==> src/pbcr_map.svh <==
// register map constants for the port phy basic control block
`ifndef PBCR_MAP_SVH
`define PBCR_MAP_SVH
`define PBCR_PHYAD_FIRST 5'h01
`define PBCR_PHYAD_LAST 5'h04
`define PBCR_REG_CTRL 5'h00
`define PBCR_REG_LAST_STD 5'h05
`define PBCR_REG_VEND_A 5'h1d
`define PBCR_REG_VEND_B 5'h1f
`define PBCR_SPI_BASE 8'h10
`define PBCR_SPI_STRIDE 8'h10
`define PBCR_CTRL_RESET 16'h3120
`define PBCR_CTRL_WMASK 16'hff3f
`define PBCR_BIT_SRST 15
`define PBCR_BIT_LOOP 14
`define PBCR_BIT_SPEED 13
`define PBCR_BIT_AN_EN 12
`define PBCR_BIT_PDOWN 11
`define PBCR_BIT_ISO 10
`define PBCR_BIT_AN_RST 9
`define PBCR_BIT_DUPLEX 8
`define PBCR_BIT_XVAR 5
`define PBCR_BIT_WIRE 4
`define PBCR_BIT_XDIS 3
`define PBCR_BIT_FEF 2
`define PBCR_BIT_TXDIS 1
`define PBCR_BIT_LEDOFF 0
`endif

==> src/pbcr_pkg.sv <==
// types for the port phy basic control block
package pbcr_pkg;
   typedef enum logic [1:0] {
      PBCR_SRC_NONE,
      PBCR_SRC_MIIM,
      PBCR_SRC_SPI
   } pbcr_src_t;
endpackage

==> src/pbcr_ctrl_mem.sv <==
// per-port control word storage with registered read data
`timescale 1ns/100ps
`default_nettype none
`include "pbcr_map.svh"
module pbcr_ctrl_mem #(
   parameter int PORTS = 4
) (
   input wire logic i_clk, // system clock
   input wire logic i_rst, // async reset, active high
   input wire logic i_wr, // write strobe
   input wire logic [1:0] i_wr_port, // port being written
   input wire logic [15:0] i_wr_data, // masked value to store
   input wire logic [PORTS-1:0] i_srst, // per-port soft reset pulse
   input wire logic [1:0] i_rd_port, // port being read
   output logic [15:0] o_rd_data, // registered read word
   output logic [16*PORTS-1:0] o_all // all control words
);
   // ****************************************
   // storage
   // ****************************************
   logic [15:0] word_reg [PORTS]; // one control word per port
   // write, soft reset and reset to defaults
   always_ff @(posedge i_clk or posedge i_rst) begin
      if (i_rst) begin
         for (int p = 0; p < PORTS; p++) begin
            word_reg[p] <= `PBCR_CTRL_RESET;
         end
      end else begin
         for (int p = 0; p < PORTS; p++) begin
            if (i_srst[p]) begin
               word_reg[p] <= `PBCR_CTRL_RESET;
            end else if (i_wr && (i_wr_port == p[1:0])) begin
               word_reg[p] <= i_wr_data;
            end
         end
      end
   end
   // registered read port
   always_ff @(posedge i_clk or posedge i_rst) begin
      if (i_rst) begin
         o_rd_data <= 16'h0000;
      end else begin
         o_rd_data <= word_reg[i_rd_port];
      end
   end
   // flat view of all words
   always_comb begin
      for (int p = 0; p < PORTS; p++) begin
         o_all[16*p +: 16] = word_reg[p];
      end
   end
endmodule
`default_nettype wire

==> src/pbcr_top.sv <==
// port phy basic control register bank with miim and spi access
//
// Contract
// - phy addresses one to four select ports
// - only registers 0-5, 29, 31 answer
// - spi port reaches same registers, other mapping
// - bit 15 soft reset, self clearing
// - bit 14 turns traffic around at mac
// - bit 13 forced speed, resets one
// - bit 12 autonegotiation enable, resets one
// - bit 11 power down, resets zero
// - bit 10 isolates transmit pair
// - bit 9 restarts autonegotiation
// - bit 8 forced duplex, resets one
// - bit 5 crossover variant, resets one
// - bit 4 forced wiring when crossover off
// - bit 3 disables automatic crossover
// - bit 2 disables far end fault
// - bit 1 suppresses transmitter
// - bit 0 switches off leds
`timescale 1ns/100ps
`default_nettype none
`include "pbcr_map.svh"
module pbcr_top #(
   parameter int PORTS = 4
) (
   input wire logic I_SYS_CLK, // system clock 250 mhz
   input wire logic I_RST, // async reset, active high
   input wire logic I_MIIM_REQ, // miim access strobe, one cycle
   input wire logic I_MIIM_WR, // 1 write, 0 read
   input wire logic [4:0] I_MIIM_PHYAD, // phy address
   input wire logic [4:0] I_MIIM_REGAD, // register address
   input wire logic [15:0] I_MIIM_WDATA, // write data
   output logic O_MIIM_ACK, // access done pulse
   output logic O_MIIM_ERR, // address not answered
   output logic [15:0] O_MIIM_RDATA, // read data
   input wire logic I_SPI_REQ, // spi access strobe, one cycle
   input wire logic I_SPI_WR, // 1 write, 0 read
   input wire logic [7:0] I_SPI_ADDR, // spi word address
   input wire logic [15:0] I_SPI_WDATA, // write data
   output logic O_SPI_ACK, // access done pulse
   output logic O_SPI_ERR, // address not answered
   output logic [15:0] O_SPI_RDATA, // read data
   output logic [PORTS-1:0] O_PHY_RESET, // soft reset pulse per port
   output logic [PORTS-1:0] O_MAC_LOOPBACK, // mac loopback per port
   output logic [PORTS-1:0] O_SPEED_100, // forced speed 100
   output logic [PORTS-1:0] O_AUTONEG_ENABLE, // autoneg enabled
   output logic [PORTS-1:0] O_POWER_DOWN, // power down
   output logic [PORTS-1:0] O_LINE_ISOLATE, // isolate tx pair
   output logic [PORTS-1:0] O_AUTONEG_RESTART, // restart pulse
   output logic [PORTS-1:0] O_FULL_DUPLEX, // forced full duplex
   output logic [PORTS-1:0] O_CROSSOVER_VARIANT_SELECT, // variant
   output logic [PORTS-1:0] O_FORCED_WIRING_SELECT, // 1 mdi 0 mdix
   output logic [PORTS-1:0] O_AUTO_CROSSOVER_DISABLE, // no auto x
   output logic [PORTS-1:0] O_FAR_END_FAULT_DISABLE, // fef off
   output logic [PORTS-1:0] O_TX_DISABLE, // transmitter off
   output logic [PORTS-1:0] O_LED_DISABLE // leds off
);
   // ****************************************
   // address decode helpers
   // ****************************************
   // true for register numbers that answer
   function automatic logic reg_ok(input logic [4:0] ra);
      reg_ok = (ra <= `PBCR_REG_LAST_STD) || (ra == `PBCR_REG_VEND_A) ||
         (ra == `PBCR_REG_VEND_B);
   endfunction

   // ****************************************
   // request arbitration and decode
   // ****************************************
   pbcr_pkg::pbcr_src_t src; // which port is served now
   logic hit; // address answered
   logic [1:0] port; // port index
   logic [4:0] regad; // register within port
   logic wr; // write request
   logic [15:0] wdata; // write data
   logic [7:0] spi_off; // spi offset above base
   logic spi_pend_reg; // spi held while miim served
   logic spi_wr_reg; // held spi direction
   logic [7:0] spi_addr_reg; // held spi address
   logic [15:0] spi_wdata_reg; // held spi data
   logic spi_go; // spi request to serve

   assign spi_go = I_SPI_REQ || spi_pend_reg;
   assign spi_off = (spi_pend_reg ? spi_addr_reg : I_SPI_ADDR) -
      `PBCR_SPI_BASE;

   // miim wins, a colliding spi request is held until a cycle without miim request
   always_ff @(posedge I_SYS_CLK or posedge I_RST) begin
      if (I_RST) begin
         spi_pend_reg <= 1'b0;
         spi_wr_reg <= 1'b0;
         spi_addr_reg <= 8'h00;
         spi_wdata_reg <= 16'h0000;
      end else if (I_MIIM_REQ && I_SPI_REQ && !spi_pend_reg) begin
         spi_pend_reg <= 1'b1;
         spi_wr_reg <= I_SPI_WR;
         spi_addr_reg <= I_SPI_ADDR;
         spi_wdata_reg <= I_SPI_WDATA;
      end else if (!I_MIIM_REQ) begin
         spi_pend_reg <= 1'b0;
      end
   end

   // decode of the served request
   always_comb begin
      src = pbcr_pkg::PBCR_SRC_NONE;
      hit = 1'b0;
      port = 2'd0;
      regad = 5'h00;
      wr = 1'b0;
      wdata = 16'h0000;
      if (I_MIIM_REQ) begin
         src = pbcr_pkg::PBCR_SRC_MIIM;
         wr = I_MIIM_WR;
         wdata = I_MIIM_WDATA;
         regad = I_MIIM_REGAD;
         port = 2'(I_MIIM_PHYAD - `PBCR_PHYAD_FIRST);
         hit = (I_MIIM_PHYAD >= `PBCR_PHYAD_FIRST) &&
            (I_MIIM_PHYAD <= `PBCR_PHYAD_LAST) && reg_ok(I_MIIM_REGAD);
      end else if (spi_go) begin
         // spi: port block of 16 words from base, word index low bits
         src = pbcr_pkg::PBCR_SRC_SPI;
         wr = spi_pend_reg ? spi_wr_reg : I_SPI_WR;
         wdata = spi_pend_reg ? spi_wdata_reg : I_SPI_WDATA;
         port = spi_off[5:4];
         regad = {1'b0, spi_off[3:0]};
         if (spi_off[3:0] == 4'hd) begin
            regad = `PBCR_REG_VEND_A;
         end else if (spi_off[3:0] == 4'hf) begin
            regad = `PBCR_REG_VEND_B;
         end
         hit = (spi_off < 8'(PORTS * 16)) && reg_ok(regad);
      end
   end

   // ****************************************
   // control word storage
   // ****************************************
   logic ctrl_wr; // write to a control word
   logic [15:0] ctrl_wdata; // stored value
   logic [PORTS-1:0] srst; // soft reset request per port
   logic [15:0] ctrl_rd; // registered read word
   logic [16*PORTS-1:0] ctrl_all; // every control word

   assign ctrl_wr = hit && wr && (regad == `PBCR_REG_CTRL);
   // self clearing bits never stored; reserved bits dropped
   assign ctrl_wdata = wdata & `PBCR_CTRL_WMASK &
      ~(16'h0001 << `PBCR_BIT_SRST) & ~(16'h0001 << `PBCR_BIT_AN_RST);

   always_comb begin
      for (int p = 0; p < PORTS; p++) begin
         srst[p] = ctrl_wr && (port == p[1:0]) && wdata[`PBCR_BIT_SRST];
      end
   end

   pbcr_ctrl_mem #(
      .PORTS(PORTS)
   ) u_mem (
      .i_clk(I_SYS_CLK),
      .i_rst(I_RST),
      .i_wr(ctrl_wr),
      .i_wr_port(port),
      .i_wr_data(ctrl_wdata),
      .i_srst(srst),
      .i_rd_port(port),
      .o_rd_data(ctrl_rd),
      .o_all(ctrl_all)
   );

   // ****************************************
   // answer path
   // ****************************************
   pbcr_pkg::pbcr_src_t src_reg; // source of access in flight
   logic hit_reg; // access answered
   logic ctrl_sel_reg; // read targets control word

   // stage one: remember what was asked
   always_ff @(posedge I_SYS_CLK or posedge I_RST) begin
      if (I_RST) begin
         src_reg <= pbcr_pkg::PBCR_SRC_NONE;
         hit_reg <= 1'b0;
         ctrl_sel_reg <= 1'b0;
      end else begin
         src_reg <= src;
         hit_reg <= hit;
         ctrl_sel_reg <= (regad == `PBCR_REG_CTRL);
      end
   end

   // stage two: ack, error and data; others read zero here
   always_ff @(posedge I_SYS_CLK or posedge I_RST) begin
      if (I_RST) begin
         O_MIIM_ACK <= 1'b0;
         O_MIIM_ERR <= 1'b0;
         O_MIIM_RDATA <= 16'h0000;
         O_SPI_ACK <= 1'b0;
         O_SPI_ERR <= 1'b0;
         O_SPI_RDATA <= 16'h0000;
      end else begin
         O_MIIM_ACK <= (src_reg == pbcr_pkg::PBCR_SRC_MIIM);
         O_MIIM_ERR <= (src_reg == pbcr_pkg::PBCR_SRC_MIIM) && !hit_reg;
         O_SPI_ACK <= (src_reg == pbcr_pkg::PBCR_SRC_SPI);
         O_SPI_ERR <= (src_reg == pbcr_pkg::PBCR_SRC_SPI) && !hit_reg;
         if (src_reg == pbcr_pkg::PBCR_SRC_MIIM) begin
            O_MIIM_RDATA <= (hit_reg && ctrl_sel_reg) ? ctrl_rd : 16'h0000;
         end
         if (src_reg == pbcr_pkg::PBCR_SRC_SPI) begin
            O_SPI_RDATA <= (hit_reg && ctrl_sel_reg) ? ctrl_rd : 16'h0000;
         end
      end
   end

   // ****************************************
   // per-port control outputs
   // ****************************************
   // one-cycle strobes from self clearing bits
   always_ff @(posedge I_SYS_CLK or posedge I_RST) begin
      if (I_RST) begin
         O_PHY_RESET <= '0;
         O_AUTONEG_RESTART <= '0;
      end else begin
         O_PHY_RESET <= srst;
         for (int p = 0; p < PORTS; p++) begin
            O_AUTONEG_RESTART[p] <= ctrl_wr && (port == p[1:0]) &&
               wdata[`PBCR_BIT_AN_RST] && !wdata[`PBCR_BIT_SRST];
         end
      end
   end

   // level controls follow the stored words
   always_ff @(posedge I_SYS_CLK or posedge I_RST) begin
      if (I_RST) begin
         O_MAC_LOOPBACK <= '0;
         O_SPEED_100 <= '1;
         O_AUTONEG_ENABLE <= '1;
         O_POWER_DOWN <= '0;
         O_LINE_ISOLATE <= '0;
         O_FULL_DUPLEX <= '1;
         O_CROSSOVER_VARIANT_SELECT <= '1;
         O_FORCED_WIRING_SELECT <= '0;
         O_AUTO_CROSSOVER_DISABLE <= '0;
         O_FAR_END_FAULT_DISABLE <= '0;
         O_TX_DISABLE <= '0;
         O_LED_DISABLE <= '0;
      end else begin
         for (int p = 0; p < PORTS; p++) begin
            O_MAC_LOOPBACK[p] <= ctrl_all[16*p+`PBCR_BIT_LOOP];
            O_SPEED_100[p] <= ctrl_all[16*p+`PBCR_BIT_SPEED];
            O_AUTONEG_ENABLE[p] <= ctrl_all[16*p+`PBCR_BIT_AN_EN];
            O_POWER_DOWN[p] <= ctrl_all[16*p+`PBCR_BIT_PDOWN];
            O_LINE_ISOLATE[p] <= ctrl_all[16*p+`PBCR_BIT_ISO];
            O_FULL_DUPLEX[p] <= ctrl_all[16*p+`PBCR_BIT_DUPLEX];
            O_CROSSOVER_VARIANT_SELECT[p] <=
               ctrl_all[16*p+`PBCR_BIT_XVAR];
            O_FORCED_WIRING_SELECT[p] <=
               ctrl_all[16*p+`PBCR_BIT_WIRE];
            O_AUTO_CROSSOVER_DISABLE[p] <=
               ctrl_all[16*p+`PBCR_BIT_XDIS];
            O_FAR_END_FAULT_DISABLE[p] <=
               ctrl_all[16*p+`PBCR_BIT_FEF];
            O_TX_DISABLE[p] <= ctrl_all[16*p+`PBCR_BIT_TXDIS];
            O_LED_DISABLE[p] <= ctrl_all[16*p+`PBCR_BIT_LEDOFF];
         end
      end
   end
endmodule
`default_nettype wire

==> config.mk <==
export PLATFORM = sky130hd
export DESIGN_NAME = pbcr_top
export DESIGN_NICKNAME = d
export VERILOG_FILES = /design/src/pbcr_pkg.sv /design/src/pbcr_ctrl_mem.sv /design/src/pbcr_top.sv
export VERILOG_INCLUDE_DIRS = /design/src
export SDC_FILE = /design/constraint.sdc
export NUM_CORES = 1
export LEC_CHECK = 0
export BUFFER_PORTS_ARGS = -buffer_cell sky130_fd_sc_hd__buf_4
export CAP_MARGIN = 20
export CORE_AREA = 4 4 126 128
export CTS_BUF_LIST = sky130_fd_sc_hd__clkbuf_8
export CTS_CLUSTER_SIZE = 40
export DETAILED_ROUTE_END_ITERATION = 8
export DIE_AREA = 0 0 130 132
export PLACE_DENSITY = 0.69
export SLEW_MARGIN = 30
export SYNTH_ARGS = -nofsm -noshare
export SYNTH_HDL_FRONTEND = slang
export SYNTH_SLANG_ARGS = --single-unit
==> constraint.sdc <==
create_clock -name I_SYS_CLK -period 6.1 [get_ports I_SYS_CLK]
set_input_delay 0.61 -clock I_SYS_CLK [delete_from_list [all_inputs] [get_ports I_SYS_CLK]]
set_output_delay 0.61 -clock I_SYS_CLK [all_outputs]
set_load 0.05 [all_outputs]
=== Yosys cells after proc, flatten, opt, wreduce, memory -nomap -nowiden ===
Index checks and enable logic that the tools add are counted.

* Register bits after elaboration: 202
* Latch bits: 0
* Bits in writable memories: 0
* ROM bits: 0
* Output and inout bits: 92
* Memories kept: 0

* Add/sub/neg operators: 2
* Multipliers: 0
* Div/mod/pow operators: 0
* Magnitude comparators: 6
* Equal/unequal tests: 12
* Shift operators: 0
* Muxes and demuxes: 33
* Bitwise logic cells: 1
* Reduce and logical (&&, ||, !) cells: 40

{| class="wikitable"
|+ Operator list
! cell !! count
|-
| $mux 16 || 14
|-
| $bmux 16 s2 || 1
|-
| $mux 5 || 6
|-
| $logic_and 1x1->1 || 26
|-
| $eq 5x5->1 const B || 4
|-
| $le 5x3->1 const B || 3
|-
| $eq 4x4->1 const B || 2
|-
| $lt 8x7->1 const B || 1
|-
| $mux 2 || 4
|-
| $mux 8 || 1
|-
| $reduce_bool 2->1 || 4
|-
| $sub 8x5->8 const B || 1
|-
| $mux 1 || 7
|-
| $eq 2x2->1 const B || 3
|-
| $ge 5x1->1 const B || 1
|-
| $logic_not 5->1 || 1
|-
| $logic_or 1x1->1 || 5
|-
| $eq 2x1->1 const B || 2
|-
| $ge 3x3->1 const B || 1
|-
| $logic_not 1->1 || 3
|-
| $not 2->3 || 1
|-
| $logic_not 2->1 || 1
|-
| $ne 2x1->1 const B || 1
|-
| $sub 2x1->2 const B || 1
|}

=== Depth between registers and ports, before layout ===
* Depth in word-level cells: 18
* Gate-level depth with buffers: 12
* Gate-level depth less buffers: 8

=== Cells and area by module ===
Synthesis repeated with hierarchy kept, for this count alone.

* Cell total of the unflattened synthesis: 708
* Area, all modules: 8567.0 µm²

{| class="wikitable"
|+ By module, submodules not included
! module !! instances !! cells an instance !! area an instance (µm²)
|-
| pbcr_top || 1 || 391 || 4563.1
|-
| pbcr_ctrl_mem || 1 || 317 || 4003.8
|}

=== Least setup slack after synthesis ===
Ideal clock, no wire load.

* Kind: flip-flop to flip-flop
* Start point: reg spi_pend_reg
* End point: reg u_mem.word_reg, in the netlist u_mem.o_all[0]
* Library setup time: 78 ps
* Arrival: 2487 ps
* Required time: 6022 ps
* Path slack: 3535 ps
* Cell stages (with the launch flop): 12
* Path buffers: 4
* Clock period less this slack: 2565 ps
* Cell sequence: dfrtp_1 -> buf_2 -> buf_2 -> buf_1 -> mux2i_1 -> ha_1 -> a211oi_1 -> a211oi_1 -> a31oi_2 -> or3_1 -> buf_2 -> o2bb2ai_1

* Longest elaborated chain between the ends: 18
* Elaborated cells between the ends (all ways): 37
* Classes of those cells: add/sub: 1; order compare: 2; eq/ne: 4; mux: 19; reduce/logical: 11

{| class="wikitable"
|+ Ends and longest elaborated chain
! what !! RTL line !! text
|-
| from (decl) || pbcr_top.sv:78 || <nowiki>logic spi_pend_reg;</nowiki>
|-
| from (signal assigned) || pbcr_top.sv:91 || <nowiki>spi_pend_reg <= 1'b0;</nowiki>
|-
| from (signal assigned) || pbcr_top.sv:96 || <nowiki>spi_pend_reg <= 1'b1;</nowiki>
|-
| from (signal assigned) || pbcr_top.sv:101 || <nowiki>spi_pend_reg <= 1'b0;</nowiki>
|-
| $mux 8 || pbcr_top.sv:85 || <nowiki>assign spi_off = (spi_pend_reg ? spi_addr_reg : I_SPI_ADDR) -</nowiki>
|-
| $sub 8x5->8 (no line) || - ||
|-
| $eq 4x4->1 || pbcr_top.sv:130 || <nowiki>end else if (spi_off[3:0] == 4'hf) begin</nowiki>
|-
| $mux 5 || pbcr_top.sv:130 ||
|-
| $mux 5 || pbcr_top.sv:128 || <nowiki>if (spi_off[3:0] == 4'hd) begin</nowiki>
|-
| $mux 5 || pbcr_top.sv:121 || <nowiki>end else if (spi_go) begin</nowiki>
|-
| $mux 5 || pbcr_top.sv:113 || <nowiki>if (I_MIIM_REQ) begin</nowiki>
|-
| $le 5x3->1 (no line) / $eq 5x5->1 (equally long branches) || - ||
|-
| $logic_or 1x1->1 (2 in series) || pbcr_top.sv:64 || <nowiki>reg_ok = (ra <= `PBCR_REG_LAST_STD) || (ra == `PBCR_REG_VEND_A) ||</nowiki>
|-
| $logic_and 1x1->1 || pbcr_top.sv:133 || <nowiki>hit = (spi_off < 8'(PORTS * 16)) && reg_ok(regad);</nowiki>
|-
| $mux 1 || pbcr_top.sv:121 ||
|-
| $mux 1 || pbcr_top.sv:113 ||
|-
| $logic_and 1x1->1 (2 in series) || pbcr_top.sv:146 || <nowiki>assign ctrl_wr = hit && wr && (regad == `PBCR_REG_CTRL);</nowiki>
|-
| $logic_and 1x1->1 || pbcr_ctrl_mem.sv:32, pbcr_top.sv:153 ||
|-
| $logic_and 1x1->1 || pbcr_top.sv:153 || <nowiki>srst[p] = ctrl_wr && (port == p[1:0]) && wdata[`PBCR_BIT_SRST];</nowiki>
|-
| $mux 16 / $reduce_bool 2->1 (equally long branches) || - ||
|-
| to (signal, indexed assignment) || pbcr_ctrl_mem.sv:26 || <nowiki>word_reg[p] <= `PBCR_CTRL_RESET;</nowiki>
|-
| to (signal, indexed assignment) || pbcr_ctrl_mem.sv:31 || <nowiki>word_reg[p] <= `PBCR_CTRL_RESET;</nowiki>
|-
| to (signal, indexed assignment) || pbcr_ctrl_mem.sv:33 || <nowiki>word_reg[p] <= i_wr_data;</nowiki>
|-
| to (decl) || pbcr_ctrl_mem.sv:21 || <nowiki>logic [15:0] word_reg [PORTS];</nowiki>
|}

Several ways; a longest one is shown, not always the timed one. The select of a mux whose other input is x is not followed.
A chain may end at the register's enable or synchronous reset.

=== Worst setup path in the final report ===
* Start point: reg spi_pend_reg
* End point: reg u_mem.word_reg, in the netlist u_mem.o_all[24]

Same word-level chain as after synthesis.

==> results by group <==
Critical path
  • R2R Path Start: spi_pend_reg
  • Crit path capture: u_mem.o_all[24]
  • Worst Setup SP: spi_pend_reg
  • CP startpoint kind: flop
  • Worst path required time: 6.46 ns
  • FF-to-FF End: u_mem.o_all[24]
  • Crit path max fanout: 38
  • Reg2reg setup slack: 3.07 ns
  • Critical path data arrival time: 3.39 ns
  • R2R cell count: 8
  • CP endpoint kind: flop
  • Worst Path Class, Setup: flop to flop

Power and ir drop
  • Power Internal: 1.952 mW
  • Sw Ratio: 31.75%
  • Sw Pwr: 0.9077 mW
  • Clk pwr share: 28.9%
  • Max VDD drop: about 0.00014 V
  • Comb power frac: 21.4%
  • Leak: between 3 and 4 nW
  • Flop pwr share: 49.6%
  • Pwr dens: 345.0 nW/µm²

Synth
  • Mux contribution to synthesized area: 6.796%
  • Seq cells post-synth: 172
  • Compound-cell area share of the yosys netlist: 16.18%
  • Combinational family with the most area after synthesis: compound AO/OA/AOI/OAI gates
  • Largest cells by area after synthesis: dfrtp_1, dfstp_2, mux2_2
  • Async SR Flop Fraction: 100.0%
  • Synthesized area per cell: 12.24 µm²
  • Count leader, synth: dfrtp_1
  • Dominant synthesized flop cell: dfrtp_1
  • Seq/Total Area, Yosys: between 60 and 70%
  • Mapped Area: 6720 µm²
  • Synth Area in Simple Gates: 7.634%
  • Xor-xnor portion of the synthesized cell area: less than 1%
  • Netlist cell types: 45
  • Post-synth EDFFs: 0
  • Yosys warns: 0
  • Synth Area in Adders: less than 1%
  • Top post-synthesis cells by count: dfrtp_1, nand2_1, o21ai_0
  • Top-area cell type share of the netlist area: 52.13%
  • Area leader, netlist: dfrtp_1
  • Post-Synthesis Cells: 549

Layout
  • Layout area overhead: 23.35%
  • Post-route cell area: between 8000 and 9000 µm²
  • Multi-input gate area: 2156 µm²
  • Fillers: about 1300
  • Sequential Area: 4344 µm²
  • Layout cell share with drive strength beyond 1: 35.37%
  • Non-filler cells in the finished layout: 875
  • Antenna cells: 0
  • Nets: 733
  • Largest register FFs: 48

Drt
  • Uppermost routed layer: met4
  • Antenna Nets Post-Route: 0
  • Met2 wire length: 7085 µm
  • Met3 WL: about 1200 µm
  • Via density: 5.377
  • Average wire per standard cell: 17.54 µm
  • Initial DRT Pass Iterations: 5
  • Residual DRC count: 0
  • Vias: 4705
  • DR iter-0 viols: 233
  • Total Routed Length: 15350 µm
  • M1 WL: 6770 µm

Timing
  • Final period util: 49.73%
  • RSZ-0062 raised after global routing: no
  • Setup violators final: 0
  • Setup TNS: 0 ns
  • Final Hold Viols: 0
  • Tmin final: about 3.0 ns
  • Final Slew Violations: 0
  • Slew @ Worst Pin: 0.8846 ns
  • Slew HR: about 41%
  • Fin Clk Skew: 0.01023 ns
  • F_max: between 300 and 400 MHz

Clock network
  • Post_cts resized: 0
  • Clock slew at reported path FFs: ~0.090 ns
  • CTS tree: done
  • H-tree depth: 4
  • CTS Buf Count: 17
  • Hold Buf Count CTS: 0
  • Number of post-CTS setup repair buffers: 0
  • # clock sinks: between 150 and 200
  • CTS root buffer: clkbuf_8
  • Clock Path Buffers: 2
  • Clock latency on the worst-skew pair: 0.45 ns

Placement
  • Inst Count DP: 843
  • Final HPWL DP: 11030 µm
  • Gpl congestion: a little under 0.9
  • Port bufs: 135
  • Placed instance area: ~8000 µm²

Die
  • Initial cell density of the core: roughly 45%
  • DIE AREA: 17160 µm²
  • Die Ht: 132 µm
  • Std-Cell Rows: 45
  • IO Pins: 148
  • Die Wd: 130 µm
  • Core Footprint: 14860 µm²

Global route
  • Total track usage: 18.71%
  • First-pass GRT wire length: between 20000 and 30000 µm
  • Initial antenna violation count: 0
  • Largest net degree at the start of global routing: 123
  • Grt total ovfl: 0
  • Vias in the first global route: 4829

Worst hold path
  • HP Class: primary input to asynchronous set/reset pin

Status
  • Status: finished, final reports clean

Run
  • Max-Cap Viols: 0
==> metrics by stage <==
stage | total power, mW | utilization, % | hold slack [ns] | setup slack [ns]
CTS | 2.895 | 55.73 | 0.3298 | 2.763
finish | 2.859 | 55.77 | 0.3211 | 3.067
detailed placement | 2.059 | 52.90 | 0.3568 | 2.632
global placement | 2.035 | 52.66 | 0.3589 | 2.323
global route | 3.000 | 55.77 | 0.3576 | 2.800
floorplan | 1.852 | - | 0.3540 | 0.8828
==> cell families (layout without fill, tap and decap cells) <==
| logic type | count (synthesis) | in the layout |
|---|---|---|
| adders and majority gates | 3 | 3 |
| other | 1 | 8 |
| DFF | 172 | 172 |
| and+or+nand+nor | 117 | 117 |
| AOI/OAI and AO/OA | 155 | 155 |
| xor gates and xnor gates | 1 | 1 |
| buffers and inverters | 58 | 189 |
| muxes | 42 | 42 |
==> layer usage <==
metal  global-route usage (%)  vias up
li1                         -     2181
met1                    26.22     2329
met2                    27.48      173
met3                    5.835       22
met4                    6.928        0
met5                        0        -
==> layout by cell type (no fill, tap or decap), drive strengths merged, types with 3 or more instances in the layout <==
master / n
nor2: 17
mux2i: 13
o21ai: 45
bufinv: 3
o211a: 5
nor3: 5
clkbuf: 17
a31oi: 13
o211ai: 14
nor2b: 3
a21oi: 17
ha: 3
nand2: 71
dfrtp: 140
conb: 8
a221o: 4
a22oi: 12
dfstp: 32
inv: 25
clkinv: 3
nand3: 6
o2bb2ai: 33
mux2: 29
buf: 139
or3: 3
a211oi: 4
==> area by class of cell <==
class,instances,area share (%)
sequential,172,52.41
multi-input combinational,326,26.01
timing repair buffer,139,12.77
tap,188,2.838
clock buffer,17,2.823
clock inverter,15,2.249
inverter,18,0.9057
==> power by group through the flow <==
stage / combinational, mW / sequential (mW) / clock (mW)
final: 0.613 / 1.42 / 0.827
after detailed placement: 0.616 / 1.44 / 0
after global routing: 0.656 / 1.44 / 0.908
after global placement: 0.599 / 1.44 / 0
after CTS: 0.617 / 1.42 / 0.857
after floorplan: 0.232 / 1.62 / 0
==> critical path, stage by stage, from the launching register on <==
cell      delay [ns]
dfrtp_1         0.38
buf_4           0.26
nor2b_2         0.52
a22oi_1         0.15
a211oi_1        0.33
a31oi_2         0.21
inv_2           0.29
nand3_1         0.48
a22oi_1         0.32
==> worst min path at each step <==
stage | start | to | depth (start not counted)
2_1_floorplan | u_mem.o_all[28] | O_AUTONEG_ENABLE[1] | 0
3_3_place_gp | u_mem.o_all[8] | O_FULL_DUPLEX[0] | 0
3_5_place_dp | u_mem.o_all[8] | O_FULL_DUPLEX[0] | 0
4_1_cts | I_RST | O_LINE_ISOLATE[0] | 2
5_1_grt | I_RST | O_LED_DISABLE[1] | 2
6_report | I_RST | O_LED_DISABLE[1] | 2
Power figures use the tool's default switching activity.
